$ cat src/eqcr_params.svh
`ifndef EQCR_PARAMS_SVH
`define EQCR_PARAMS_SVH

// Register addresses (7-bit frame address)
`define EQCR_ADDR_GEN       7'h00
`define EQCR_ADDR_DRV       7'h01
`define EQCR_ADDR_LAUNCH    7'h02
`define EQCR_ADDR_THR       7'h03
`define EQCR_ADDR_ID        7'h04
`define EQCR_ADDR_RATE      7'h05
`define EQCR_ADDR_CABLE     7'h06
`define EQCR_ADDR_LEVEL     7'h07

// General control fields
`define EQCR_GEN_CARRIER_BIT 7
`define EQCR_GEN_MUTE_BIT    6
`define EQCR_GEN_BYPASS_BIT  5
`define EQCR_GEN_SLEEP_HI    4
`define EQCR_GEN_SLEEP_LO    3
`define EQCR_GEN_MRST_BIT    1
`define EQCR_GEN_ARST_BIT    0

// Output driver fields
`define EQCR_DRV_SWING_HI   7
`define EQCR_DRV_SWING_LO   6
`define EQCR_DRV_CM_HI      5
`define EQCR_DRV_CM_LO      4
`define EQCR_DRV_DE_EN_BIT  3
`define EQCR_DRV_DE_HI      2
`define EQCR_DRV_DE_LO      1

// Launch amplitude and mute threshold fields
`define EQCR_LAUNCH_ATT_BIT 7
`define EQCR_THR_MODE_BIT   5
`define EQCR_THR_HI         4
`define EQCR_THR_LO         0

// Reset values
`define EQCR_RST_MUTE       1'b0
`define EQCR_RST_BYPASS     1'b0
`define EQCR_RST_DRV        8'ha2
`define EQCR_RST_LAUNCH     8'h68
`define EQCR_RST_THR        8'h1f
`define EQCR_THR_NEVER      5'h1f
`define EQCR_RATE_RSVD      5'h18

// Frame layout
`define EQCR_FRAME_BITS     16
`define EQCR_FRAME_DIR_BIT  15
`define EQCR_FRAME_LAST     4'hf

`endif

$ cat src/eqcr_pkg.sv
package eqcr_pkg;

	typedef enum logic [1:0] {
		EQCR_SLEEP_OFF   = 2'b00,
		EQCR_SLEEP_AUTO  = 2'b01,
		EQCR_SLEEP_FORCE = 2'b10,
		EQCR_SLEEP_RSVD  = 2'b11
	} eqcr_sleep_t;

endpackage

$ cat src/eqcr_regs.sv
// Contract
// - General control bit 7 reads carrier presence, read-only.
// - Mute bit mutes outputs, resets to 0, overrides bypass.
// - Bypass bit routes around the equalizer; resets to 0.
// - Sleep field: 00 on, 01 auto sleep (reset), 10 forced down, 11 reserved.
// - Active sleep overrides both mute and bypass.
// - Master reset bit resets registers and adaptation, self-clears.
// - Acquisition reset bit resets adaptation only, self-clears.
// - Driver bits 7:6 select swing 400/600/700/800 mV, reset 10.
// - Driver bits 5:4 select common mode 0.8/1.0/1.2 V/supply, reset 10.
// - Driver bit 3 enables de-emphasis, resets to 0.
// - Driver bits 2:1 de-emphasis depth, reset 01; bit 0 reads 0.
// - Launch bit 7 selects 6 dB attenuation optimisation, reset 0.
// - Threshold bit 5 selects pin reference or digital threshold.
// - Digital threshold mutes at cable length code steps of 10 m; 11111 never.
// - Cable length register reads the 8-bit length code.
// - Launch level bits 7:2 report deviation, 100000 nominal.
// - Frame is direction bit, seven address bits, eight data bits.
// - Writes take effect only after select returns high.
`include "eqcr_params.svh"

module eqcr_regs #(
	parameter logic [1:0] FAMILY_VARIANT_FIELD = 2'b10, // Arbitrary value
	parameter logic [3:0] REVISION_FIELD       = 4'h5   // Arbitrary value
) (
	// Clock and reset
	input  wire logic       core_clk,
	input  wire logic       rst,
	// Serial host port
	input  wire logic       spi_sck,
	input  wire logic       spi_ss_n,
	input  wire logic       spi_mosi,
	output logic            spi_miso,
	// Analogue status
	input  wire logic       carrier_detect,
	input  wire logic       rate_is_hd,
	input  wire logic [7:0] cable_length_code,
	input  wire logic [5:0] launch_level_code,
	input  wire logic       mute_ref_pin_mute,
	// Signal path control
	output logic            out_mute,
	output logic            eq_bypass,
	output logic            eq_sleep,
	output logic            adapt_reset,
	// Driver and input settings
	output logic      [1:0] output_swing_sel,
	output logic      [1:0] output_common_mode_level,
	output logic            deemph_en,
	output logic      [1:0] deemph_level,
	output logic            launch_atten_sel
);

	logic                 mute_reg;
	logic                 bypass_reg;
	eqcr_pkg::eqcr_sleep_t sleep_reg;
	logic [7:0]           drv_reg;
	logic [7:0]           launch_reg;
	logic [7:0]           thr_reg;
	logic [7:0]           rd_data;
	logic [6:0]           cur_addr;
	logic                 frame_stb;
	logic                 frame_wr;
	logic [6:0]           frame_addr;
	logic [7:0]           frame_data;
	logic                 wr_stb;
	logic                 wr_gen;
	logic                 wr_master;
	logic                 wr_acq;
	logic                 sleep_now;
	logic                 thr_mute;
	logic [5:0]           thr_plus1;
	logic [8:0]           thr_limit;

	eqcr_spi_frame u_frame (
		.core_clk   (core_clk),
		.rst        (rst),
		.spi_sck    (spi_sck),
		.spi_ss_n   (spi_ss_n),
		.spi_mosi   (spi_mosi),
		.spi_miso   (spi_miso),
		.rd_data    (rd_data),
		.cur_addr   (cur_addr),
		.frame_stb  (frame_stb),
		.frame_wr   (frame_wr),
		.frame_addr (frame_addr),
		.frame_data (frame_data)
	);

	// Write decode
	assign wr_stb    = frame_stb & frame_wr;
	assign wr_gen    = wr_stb & (frame_addr == `EQCR_ADDR_GEN);
	assign wr_master = wr_gen & frame_data[`EQCR_GEN_MRST_BIT];
	assign wr_acq    = wr_gen & frame_data[`EQCR_GEN_ARST_BIT];

	// General control storage
	always_ff @(posedge core_clk or posedge rst) begin
		if (rst) begin
			mute_reg   <= `EQCR_RST_MUTE;
			bypass_reg <= `EQCR_RST_BYPASS;
			sleep_reg  <= eqcr_pkg::EQCR_SLEEP_AUTO;
		end else if (wr_master) begin
			mute_reg   <= `EQCR_RST_MUTE;
			bypass_reg <= `EQCR_RST_BYPASS;
			sleep_reg  <= eqcr_pkg::EQCR_SLEEP_AUTO;
		end else if (wr_gen) begin
			mute_reg   <= frame_data[`EQCR_GEN_MUTE_BIT];
			bypass_reg <= frame_data[`EQCR_GEN_BYPASS_BIT];
			sleep_reg  <= eqcr_pkg::eqcr_sleep_t'(frame_data[`EQCR_GEN_SLEEP_HI:`EQCR_GEN_SLEEP_LO]);
		end
	end

	// Driver, launch and threshold storage
	always_ff @(posedge core_clk or posedge rst) begin
		if (rst) begin
			drv_reg    <= `EQCR_RST_DRV;
			launch_reg <= `EQCR_RST_LAUNCH;
			thr_reg    <= `EQCR_RST_THR;
		end else if (wr_master) begin
			drv_reg    <= `EQCR_RST_DRV;
			launch_reg <= `EQCR_RST_LAUNCH;
			thr_reg    <= `EQCR_RST_THR;
		end else if (wr_stb) begin
			case (frame_addr)
				`EQCR_ADDR_DRV: begin
					drv_reg <= {frame_data[7:1], 1'b0};
				end
				`EQCR_ADDR_LAUNCH: begin
					launch_reg <= frame_data;
				end
				`EQCR_ADDR_THR: begin
					thr_reg <= frame_data;
				end
				default: begin
				end
			endcase
		end
	end

	// Read mux for the addressed register
	always_comb begin
		case (cur_addr)
			`EQCR_ADDR_GEN:    rd_data = {carrier_detect, mute_reg, bypass_reg, sleep_reg, 3'b000};
			`EQCR_ADDR_DRV:    rd_data = {drv_reg[7:1], 1'b0};
			`EQCR_ADDR_LAUNCH: rd_data = launch_reg;
			`EQCR_ADDR_THR:    rd_data = thr_reg;
			`EQCR_ADDR_ID:     rd_data = {2'b00, FAMILY_VARIANT_FIELD, REVISION_FIELD};
			`EQCR_ADDR_RATE:   rd_data = {2'b00, rate_is_hd, `EQCR_RATE_RSVD};
			`EQCR_ADDR_CABLE:  rd_data = cable_length_code;
			`EQCR_ADDR_LEVEL:  rd_data = {launch_level_code, 2'b00};
			default:           rd_data = 8'h00;
		endcase
	end

	// Cable length threshold, code units of 1.25 m
	assign thr_plus1 = {1'b0, thr_reg[`EQCR_THR_HI:`EQCR_THR_LO]} + 6'h01;
	assign thr_limit = {thr_plus1, 3'b000};

	always_comb begin
		if (thr_reg[`EQCR_THR_MODE_BIT]) begin
			thr_mute = (thr_reg[`EQCR_THR_HI:`EQCR_THR_LO] != `EQCR_THR_NEVER)
			           && ({1'b0, cable_length_code} >= thr_limit);
		end else begin
			thr_mute = mute_ref_pin_mute;
		end
	end

	// Sleep decision
	always_comb begin
		case (sleep_reg)
			eqcr_pkg::EQCR_SLEEP_AUTO:  sleep_now = ~carrier_detect;
			eqcr_pkg::EQCR_SLEEP_FORCE: sleep_now = 1'b1;
			default:                    sleep_now = 1'b0;
		endcase
	end

	// Output state, sleep then mute then bypass
	always_ff @(posedge core_clk or posedge rst) begin
		if (rst) begin
			eq_sleep  <= 1'b0;
			out_mute  <= 1'b0;
			eq_bypass <= 1'b0;
		end else begin
			eq_sleep  <= sleep_now;
			out_mute  <= ~sleep_now & (mute_reg | thr_mute);
			eq_bypass <= ~sleep_now & ~mute_reg & bypass_reg;
		end
	end

	// Adaptation reset pulse
	always_ff @(posedge core_clk or posedge rst) begin
		if (rst) begin
			adapt_reset <= 1'b0;
		end else begin
			adapt_reset <= wr_master | wr_acq;
		end
	end

	// Driver and launch settings
	assign output_swing_sel         = drv_reg[`EQCR_DRV_SWING_HI:`EQCR_DRV_SWING_LO];
	assign output_common_mode_level = drv_reg[`EQCR_DRV_CM_HI:`EQCR_DRV_CM_LO];
	assign deemph_en                = drv_reg[`EQCR_DRV_DE_EN_BIT];
	assign deemph_level             = drv_reg[`EQCR_DRV_DE_HI:`EQCR_DRV_DE_LO];
	assign launch_atten_sel         = launch_reg[`EQCR_LAUNCH_ATT_BIT];

	carrier_bit_a: assert property (@(posedge core_clk) disable iff (rst)
		(cur_addr == `EQCR_ADDR_GEN) |-> (rd_data[7] == carrier_detect && rd_data[2:0] == 3'b000))
		else $error("general control read shows wrong carrier or fixed bits");

	mute_over_bypass_a: assert property (@(posedge core_clk) disable iff (rst)
		(mute_reg && !sleep_now) |=> (out_mute && !eq_bypass))
		else $error("mute did not override bypass");

	bypass_path_a: assert property (@(posedge core_clk) disable iff (rst)
		(bypass_reg && !mute_reg && !sleep_now) |=> eq_bypass)
		else $error("bypass not applied");

	sleep_force_a: assert property (@(posedge core_clk) disable iff (rst)
		(sleep_reg == eqcr_pkg::EQCR_SLEEP_FORCE) |=> eq_sleep)
		else $error("forced sleep not applied");

	sleep_auto_a: assert property (@(posedge core_clk) disable iff (rst)
		(sleep_reg == eqcr_pkg::EQCR_SLEEP_AUTO) |=> (eq_sleep == !$past(carrier_detect)))
		else $error("auto sleep does not follow carrier");

	sleep_first_a: assert property (@(posedge core_clk) disable iff (rst)
		eq_sleep |-> (!out_mute && !eq_bypass))
		else $error("output active while asleep");

	master_reset_a: assert property (@(posedge core_clk) disable iff (rst)
		wr_master |=> (adapt_reset && drv_reg == `EQCR_RST_DRV && launch_reg == `EQCR_RST_LAUNCH
		               && thr_reg == `EQCR_RST_THR && sleep_reg == eqcr_pkg::EQCR_SLEEP_AUTO && !mute_reg))
		else $error("master reset did not restore defaults");

	acq_reset_a: assert property (@(posedge core_clk) disable iff (rst)
		(wr_acq && !wr_master) |=> (adapt_reset && $stable(drv_reg) && $stable(thr_reg)) ##1 !adapt_reset)
		else $error("acquisition reset pulse or register hold wrong");

	driver_write_a: assert property (@(posedge core_clk) disable iff (rst)
		(wr_stb && frame_addr == `EQCR_ADDR_DRV) |=> (drv_reg == {$past(frame_data[7:1]), 1'b0}))
		else $error("driver register write not stored");

	thr_never_a: assert property (@(posedge core_clk) disable iff (rst)
		(thr_reg[`EQCR_THR_MODE_BIT] && thr_reg[4:0] == `EQCR_THR_NEVER && !mute_reg) |=> !out_mute)
		else $error("never-mute threshold muted");

	write_gate_a: assert property (@(posedge core_clk) disable iff (rst)
		!frame_stb |=> ($stable(drv_reg) && $stable(launch_reg) && $stable(thr_reg) && $stable(sleep_reg)))
		else $error("register changed without a completed frame");

	gen_write_a: assert property (@(posedge core_clk) disable iff (rst)
		(wr_gen && !wr_master) |=> (sleep_reg == $past(frame_data[`EQCR_GEN_SLEEP_HI:`EQCR_GEN_SLEEP_LO])
		                            && mute_reg == $past(frame_data[`EQCR_GEN_MUTE_BIT])
		                            && bypass_reg == $past(frame_data[`EQCR_GEN_BYPASS_BIT])))
		else $error("general control write not stored");

	launch_write_a: assert property (@(posedge core_clk) disable iff (rst)
		(wr_stb && frame_addr == `EQCR_ADDR_LAUNCH) |=> (launch_reg == $past(frame_data)))
		else $error("launch register write not stored");

	thr_write_a: assert property (@(posedge core_clk) disable iff (rst)
		(wr_stb && frame_addr == `EQCR_ADDR_THR) |=> (thr_reg == $past(frame_data)))
		else $error("threshold register write not stored");

	ro_write_a: assert property (@(posedge core_clk) disable iff (rst)
		(wr_stb && frame_addr >= `EQCR_ADDR_ID) |=> ($stable(drv_reg) && $stable(launch_reg) && $stable(thr_reg)
		                                            && $stable(sleep_reg) && $stable(mute_reg)))
		else $error("write to a read-only address changed a register");

	adapt_pulse_a: assert property (@(posedge core_clk) disable iff (rst)
		adapt_reset |=> !adapt_reset)
		else $error("adaptation reset longer than one cycle");

	adapt_source_a: assert property (@(posedge core_clk) disable iff (rst)
		adapt_reset |-> ($past(wr_master) || $past(wr_acq)))
		else $error("adaptation reset without a reset write");

	sleep_off_a: assert property (@(posedge core_clk) disable iff (rst)
		(sleep_reg == eqcr_pkg::EQCR_SLEEP_OFF) |=> !eq_sleep)
		else $error("sleep while sleep disabled");

	sleep_rsvd_a: assert property (@(posedge core_clk) disable iff (rst)
		(sleep_reg == eqcr_pkg::EQCR_SLEEP_RSVD) |=> !eq_sleep)
		else $error("sleep on reserved sleep code");

	pin_mute_a: assert property (@(posedge core_clk) disable iff (rst)
		(!thr_reg[`EQCR_THR_MODE_BIT] && mute_ref_pin_mute && !sleep_now) |=> out_mute)
		else $error("pin mute request not applied");

	thr_reach_a: assert property (@(posedge core_clk) disable iff (rst)
		(thr_reg[`EQCR_THR_MODE_BIT] && thr_reg[`EQCR_THR_HI:`EQCR_THR_LO] == 5'h00
		 && cable_length_code >= 8'h08 && !sleep_now) |=> out_mute)
		else $error("lowest threshold reached without mute");

	thr_short_a: assert property (@(posedge core_clk) disable iff (rst)
		(thr_reg[`EQCR_THR_MODE_BIT] && !mute_reg && cable_length_code < 8'h08 && !sleep_now) |=> !out_mute)
		else $error("short cable muted by threshold");

	level_read_a: assert property (@(posedge core_clk) disable iff (rst)
		(cur_addr == `EQCR_ADDR_LEVEL) |-> (rd_data == {launch_level_code, 2'b00}))
		else $error("launch level read wrong");

	unmapped_read_a: assert property (@(posedge core_clk) disable iff (rst)
		(cur_addr > `EQCR_ADDR_LEVEL) |-> (rd_data == 8'h00))
		else $error("unmapped address read not zero");

endmodule

$ cat src/eqcr_spi_frame.sv
`include "eqcr_params.svh"

module eqcr_spi_frame (
	// Clock and reset
	input  wire logic       core_clk,
	input  wire logic       rst,
	// Serial pins
	input  wire logic       spi_sck,
	input  wire logic       spi_ss_n,
	input  wire logic       spi_mosi,
	output logic            spi_miso,
	// Read data for the addressed register
	input  wire logic [7:0] rd_data,
	output logic      [6:0] cur_addr,
	// Completed frame
	output logic            frame_stb,
	output logic            frame_wr,
	output logic      [6:0] frame_addr,
	output logic      [7:0] frame_data
);

	logic        sck_q;
	logic        ss_q;
	logic [15:0] shift_reg;
	logic [3:0]  bit_cnt;
	logic        seen_full;
	logic        sck_rise;
	logic        ss_rise;
	logic        ss_fall;
	logic        frame_ok;

	assign sck_rise = spi_sck & ~sck_q & ~spi_ss_n;
	assign ss_rise  = spi_ss_n & ~ss_q;
	assign ss_fall  = ~spi_ss_n & ss_q;
	assign frame_ok = seen_full & (bit_cnt == 4'h0);
	assign cur_addr = shift_reg[14:8];

	// Edge detect
	always_ff @(posedge core_clk or posedge rst) begin
		if (rst) begin
			sck_q <= 1'b0;
			ss_q  <= 1'b1;
		end else begin
			sck_q <= spi_sck;
			ss_q  <= spi_ss_n;
		end
	end

	// Shift chain, read data latched at frame end
	always_ff @(posedge core_clk or posedge rst) begin
		if (rst) begin
			shift_reg <= 16'h0000;
		end else if (sck_rise) begin
			shift_reg <= {shift_reg[14:0], spi_mosi};
		end else if (ss_rise && frame_ok && shift_reg[`EQCR_FRAME_DIR_BIT]) begin
			shift_reg[7:0] <= rd_data;
		end
	end

	// Bit counting in whole frames
	always_ff @(posedge core_clk or posedge rst) begin
		if (rst) begin
			bit_cnt   <= 4'h0;
			seen_full <= 1'b0;
		end else if (ss_fall) begin
			bit_cnt   <= 4'h0;
			seen_full <= 1'b0;
		end else if (sck_rise) begin
			bit_cnt <= bit_cnt + 4'h1;
			if (bit_cnt == `EQCR_FRAME_LAST) begin
				seen_full <= 1'b1;
			end
		end
	end

	// Frame hand-off on select release
	always_ff @(posedge core_clk or posedge rst) begin
		if (rst) begin
			frame_stb  <= 1'b0;
			frame_wr   <= 1'b0;
			frame_addr <= 7'h00;
			frame_data <= 8'h00;
		end else begin
			frame_stb <= ss_rise & frame_ok;
			if (ss_rise) begin
				frame_wr   <= ~shift_reg[`EQCR_FRAME_DIR_BIT];
				frame_addr <= shift_reg[14:8];
				frame_data <= shift_reg[7:0];
			end
		end
	end

	// Serial out
	always_ff @(posedge core_clk or posedge rst) begin
		if (rst) begin
			spi_miso <= 1'b0;
		end else begin
			spi_miso <= shift_reg[`EQCR_FRAME_DIR_BIT];
		end
	end

	frame_len_a: assert property (@(posedge core_clk) disable iff (rst)
		(ss_rise && bit_cnt != 4'h0) |=> !frame_stb)
		else $error("frame taken with a partial bit count");

endmodule

$ cat config.mk
export PLATFORM = sky130hd
export DESIGN_NAME = eqcr_regs
export DESIGN_NICKNAME = d
export VERILOG_FILES = /design/src/eqcr_pkg.sv /design/src/eqcr_regs.sv /design/src/eqcr_spi_frame.sv
export VERILOG_INCLUDE_DIRS = /design/src
export SDC_FILE = /design/constraint.sdc
export NUM_CORES = 1
export LEC_CHECK = 0
export BUFFER_PORTS_ARGS = -buffer_cell sky130_fd_sc_hd__buf_2
export CORE_UTILIZATION = 40
export DETAILED_ROUTE_END_ITERATION = 12
export GPL_ROUTABILITY_DRIVEN = 0
export SYNTH_ARGS = -nofsm -noshare
export SYNTH_HDL_FRONTEND = slang
export SYNTH_SLANG_ARGS = --single-unit
$ cat constraint.sdc
create_clock -name core_clk -period 3 [get_ports core_clk]
set_clock_uncertainty 0.1 [all_clocks]
set_input_delay 0.6 -clock core_clk [delete_from_list [all_inputs] [get_ports core_clk]]
set_output_delay 0.6 -clock core_clk [all_outputs]
set_load 0.01 [all_outputs]
# Word level (Yosys, flattened, before mapping)
# Index checks and enable logic that the tools add are counted.
dict set report classes {
  n_eq_ne 14
  n_reduce_logical 18
  n_addsub 2
  n_lt_le_gt_ge 1
  n_mux 25
  bitwise 22
}
# cell n
set op_table {}
lappend op_table {{$mux W8} 11}
lappend op_table {{$pmux W8 S8} 1}
lappend op_table {{$eq A7 B2 Y1 const B} 4}
lappend op_table {{$eq A7 B3 Y1 const B} 4}
lappend op_table {{$reduce_bool A2 Y1} 8}
lappend op_table {{$eq A7 B1 Y1 const B} 2}
lappend op_table {{$logic_not A7 Y1} 2}
lappend op_table {{$and A1 B1 Y1} 13}
lappend op_table {{$ge A8 B9 Y1} 1}
lappend op_table {{$mux W1} 8}
lappend op_table {{$mux W4} 2}
lappend op_table {{$reduce_and A2 Y1} 4}
lappend op_table {{$not A1 Y1} 7}
lappend op_table {{$add A5 B1 Y6 const B} 1}
lappend op_table {{$ne A5 B5 Y1 const B} 1}
lappend op_table {{$add A4 B1 Y4 const B} 1}
lappend op_table {{$eq A4 B4 Y1 const B} 1}
lappend op_table {{$logic_not A4 Y1} 1}
lappend op_table {{$mux W2} 2}
lappend op_table {{$logic_and A1 B1 Y1} 3}
lappend op_table {{$eq A2 B1 Y1 const B} 1}
lappend op_table {{$eq A2 B2 Y1 const B} 1}
lappend op_table {{$or A1 B1 Y1} 2}
lappend op_table {{$pmux W1 S2} 1}
dict set report word_totals {
  register_bits 73
  out_inout_bits 13
  word_cells 103
  inputBits 22
}

# Depth between registers and ports, before layout
dict set report logic_depth {
  word_depth 6
  ltp_mapped 8
  depth_no_buf 8
}

# By module
# From an unflattened synthesis, not the netlist that was laid out.
dict set report unflattened {
  cells_unflattened 373
  area_unflattened_um2 3682.3
}
# mod n_inst area_each_um2 cells_per_inst seq_area_each_um2
set by_module_without_submodules {}
lappend by_module_without_submodules {eqcr_regs 1 1920.6 185 790.8}
lappend by_module_without_submodules {eqcr_spi_frame 1 1761.7 188 1027.2}

# Worst setup path after synthesis
# No wires, ideal clock.
dict set report synth_path {
  path_type {input to register}
  startpoint {input port cable_length_code[3]}
  endpoint {register out_mute}
  setup_ps 104
  t_arrival_ps 1983
  path_stages 6
  slack_ps 814
  t_required_ps 2796
  path_cell_list {inv_1 > ha_1 > or4b_2 > a21boi_0 > o2111ai_1 > a221oi_1}
}
dict set report synth_via {
  elab_chain_len 5
}
# item line_no
set synth_lines {}
lappend synth_lines {{from (decl)} eqcr_regs.sv:37} ;# input wire logic [7:0] cable_length_code,
lappend synth_lines {{$ge A8 B9 Y1} eqcr_regs.sv:161} ;# && ({1'b0, cable_length_code} >= thr_limit);
lappend synth_lines {{$logic_and A1 B1 Y1} eqcr_regs.sv:160} ;# thr_mute = (thr_reg[`EQCR_THR_HI:`EQCR_THR_LO] != `EQCR_THR_NEVER)
lappend synth_lines {{$mux W1} eqcr_regs.sv:159} ;# if (thr_reg[`EQCR_THR_MODE_BIT]) begin
lappend synth_lines {{$or A1 B1 Y1} eqcr_regs.sv:184} ;# out_mute <= ~sleep_now & (mute_reg | thr_mute);
lappend synth_lines {{$and A1 B1 Y1} eqcr_regs.sv:184}
lappend synth_lines {{to (signal assigned)} eqcr_regs.sv:184}
lappend synth_lines {{to (decl)} eqcr_regs.sv:41} ;# output logic out_mute,
# No other way between the ends.
# A chain may end at the register's enable or synchronous reset.

# Worst setup path after layout
dict set report layout_path {
  startpoint {register thr_reg[0]}
  endpoint {register out_mute}
}
dict set report layout_via {
  elab_chain_len 6
}
# item line_no
set layout_lines {}
lappend layout_lines {{from (decl)} eqcr_regs.sv:58} ;# logic [7:0] thr_reg;
lappend layout_lines {{from (signal assigned)} eqcr_regs.sv:117} ;# thr_reg <= `EQCR_RST_THR;
lappend layout_lines {{from (signal assigned)} eqcr_regs.sv:121} ;# thr_reg <= `EQCR_RST_THR;
lappend layout_lines {{from (signal assigned)} eqcr_regs.sv:131} ;# thr_reg <= frame_data;
lappend layout_lines {{$add A5 B1 Y6} eqcr_regs.sv:155} ;# assign thr_plus1 = {1'b0, thr_reg[`EQCR_THR_HI:`EQCR_THR_LO]} + 6'h01;
lappend layout_lines {{$ge A8 B9 Y1} eqcr_regs.sv:161}
lappend layout_lines {{$logic_and A1 B1 Y1 *} eqcr_regs.sv:160}
lappend layout_lines {{$mux W1 *} eqcr_regs.sv:159}
lappend layout_lines {{$or A1 B1 Y1 *} eqcr_regs.sv:184}
lappend layout_lines {{$and A1 B1 Y1 *} eqcr_regs.sv:184}
# Every way passes the cells marked *; elsewhere a longest branch is shown, timed or not.

==> impl_metrics.env <==
export IMPL_grt_pass1_vias=2526
export IMPL_grt_overflow_total=0
export IMPL_hpwl_mm=5.75
export IMPL_r2r_setup_slack_ns=0.66
export IMPL_finalCritPeriodShare_pct=78.1
export IMPL_drt_first_pass_iters=4
export IMPL_cp_arrival_ns=2.50
export IMPL_routedWlPerCell_um=19.1
export IMPL_final_nets=359
export IMPL_rows=33
export IMPL_cts_clk_slew_worst_paths_ns=0.07
export IMPL_synth_seq_area_share_pct=52.3
export IMPL_initial_core_util_pct=41.9
export IMPL_slew_headroom_pct=54.5
export IMPL_min_period_ns=2.34
export IMPL_tns_ns=0
export IMPL_holdWs_ns=0.213
export IMPL_syn_area_um2=3480
export IMPL_antenna_found_initial=0
export IMPL_peakVddDrop_mv=0.404
export IMPL_grtUsageTotal_pct=20.6
export IMPL_synth_nets=323
export IMPL_cts_resized=0
export IMPL_drt_iter0_drc=149
export IMPL_synth_top_flop_cell="dfrtp_1"
export IMPL_cellPowerDensity_nw_per_um2=654
export IMPL_grt_setup_unrepaired="no"
export IMPL_die_w_um=95.3
export IMPL_die_h_um=95.3
export IMPL_routed_wirelength_mm=8.31
export IMPL_status="finished clean"
export IMPL_reg2reg_depth=6
export IMPL_synthArstFlopShare_pct=100
export IMPL_worstSetupStartpointType="register"
export IMPL_clock_latency_ns=0.35
export IMPL_p_leak_nw=1.75
export IMPL_hold_buffers=0
export IMPL_dp_cells=420
export IMPL_drv_cap=0
export IMPL_critPathKind="register to register"
export IMPL_cts_root_buffer="clkbuf_8"
export IMPL_cts_buffers=9
export IMPL_syn2layout_area_growth_pct=13.9
export IMPL_n_antenna_cell=0
export IMPL_clockBufferDepth=2
export IMPL_place_area_um2=3780
export IMPL_die_area_um2=9070
export IMPL_cts_htree_levels=3
export IMPL_final_area_um2=3960
export IMPL_cts_setup_buffers=0
export IMPL_hold_viol=0
export IMPL_drc=0
export IMPL_viasPerCell=5.67
export IMPL_pre_cts_ws_ns=0.588
export IMPL_vias=2468
export IMPL_setup_violations=0
export IMPL_grt_pass1_wl_mm=13.6
export IMPL_grt_max_degree=73
export IMPL_fmax_mhz=427
export IMPL_ios=35
export IMPL_synth_edff_count=0
export IMPL_drive_gt1_share_pct=31.2
export IMPL_synth_cell_types=51
export IMPL_syn_instance_count=290
export IMPL_synth_warnings=0
export IMPL_worst_slew_pin_slew_ns=0.682
export IMPL_layoutNonFillerInstCount=435
export IMPL_core_um2=8300
export IMPL_cts_sinks=72
export IMPL_worst_slack_ns=0.656
export IMPL_end_kind="register"
export IMPL_io_buffers=34
export IMPL_hold_path_class="input pin to async pin"
export IMPL_largest_reg_flops=16
export IMPL_postRouteAntennaNets=0
export IMPL_crit_required_ns=3.16
export IMPL_cts_tree="done"
export IMPL_critPathMaxFanout=5
export IMPL_synth_area_per_cell_um2=12.0
export IMPL_slew_viol_final=0
export IMPL_synth_seq_cells=72
[final timing paths]
path | startpoint | to
hold / removal | rst | adapt_reset$_DFF_PP0_
hold reg to reg | u_frame.shift_reg[15]$_DFFE_PP0P_ | u_frame.spi_miso$_DFF_PP0_
setup / recovery | thr_reg[0]$_DFFE_PP1P_ | out_mute$_DFF_PP0_
min in group core_clk | spi_sck | u_frame.sck_q$_DFF_PP0_
setup reg to reg | thr_reg[0]$_DFFE_PP1P_ | out_mute$_DFF_PP0_
max in group asynchronous | rst | thr_reg[3]$_DFFE_PP1P_
[layout make-up]
type                            instances  area, µm²
Clock buffer                           13        169
Clock inverter                          2       15.0
Fill cell                             780       4340
Inverter                               16       60.1
Multi-Input combinational cell        188       1550
Sequential cell                        72       1820
Tap cell                              105        131
Timing Repair Buffer                   39        220
[cell usage after synthesis, types with 2 or more instances]
cell type | n | area share, %
dfrtp_1 | 59 | 42
mux2_2 | 28 | 9.1
nor2_1 | 19 | 2.1
inv_1 | 16 | 1.7
dfstp_2 | 13 | 9.8
a22o_1 | 11 | 2.8
ha_1 | 11 | 4.0
clkbuf_1 | 10 | 1.1
nand2_1 | 10 | 1.1
o21ai_0 | 9 | 1.3
a221o_1 | 8 | 2.3
mux2i_1 | 8 | 2.3
a21oi_1 | 6 | 0.86
a221oi_1 | 6 | 1.5
o22a_1 | 6 | 1.5
nor2b_1 | 5 | 0.90
buf_2 | 4 | 0.58
nand2b_1 | 4 | 0.72
nand3_1 | 4 | 0.58
nor3_1 | 4 | 0.58
nor3b_1 | 4 | 0.86
a2bb2oi_1 | 3 | 0.76
nand4_1 | 3 | 0.54
xor2_1 | 3 | 0.76
a41oi_1 | 2 | 0.50
mux2_1 | 2 | 0.65
mux4_2 | 2 | 1.3
nand3b_1 | 2 | 0.43
o21a_1 | 2 | 0.43
o22ai_1 | 2 | 0.36
o32a_1 | 2 | 0.58
or4_1 | 2 | 0.43
xnor2_1 | 2 | 0.50
[cells by family after synthesis]
family / synth area share (%)
AOI/OAI and AO/OA: 14.4
xor gates and xnor gates: 1.26
adders and majority gates: 3.96
buffers and inverters: 3.38
DFF: 52.3
muxes: 13.3
and+or+nand+nor: 11.4
[report_power, final]
group / internal (mW) / switching, mW / total (mW)
Combinational: 0.269 / 0.259 / 0.528
Clock: 0.364 / 0.358 / 0.722
Sequential: 1.12 / 0.217 / 1.34
[through the flow]
step	utilization, %	total power, mW
after CTS	47.7	2.61
after global routing	47.7	2.74
after detailed placement	45.5	1.88
final	47.7	2.59
after global placement	45.5	1.87
after floorplan	-	1.68
[metal layers]
layer  up-vias  GRT usage [%]  wire, µm
met5         -              0         0
met4         0           7.20       159
met3        13           6.38       417
met2        58           33.3      3930
met1      1249           25.9      3810
li1       1148              -         -
[critical path: stages, from the launching register on]
cell and delay [ns]:
dfstp_2 0.58, inv_1 0.05, ha_1 0.26, or4b_2 0.59, a21boi_0 0.22, o2111ai_1 0.14
a221oi_1 0.30
[cell usage in the layout (no fill, tap or decap), drive strengths merged, types with 3 or more instances in the layout]
cell type / count
nand2: 10
ha: 11
a22o: 11
clkbuf: 13
o22a: 6
nor3b: 4
nand4: 3
a2bb2oi: 3
nand2b: 4
a221o: 8
a21oi: 6
dfstp: 13
xor2: 3
nor3: 5
buf: 39
a221oi: 6
nor2b: 5
nor2: 19
inv: 16
nand3: 4
mux2: 30
dfrtp: 59
o21ai: 10
mux2i: 8
(Power assumes the default switching activity.)
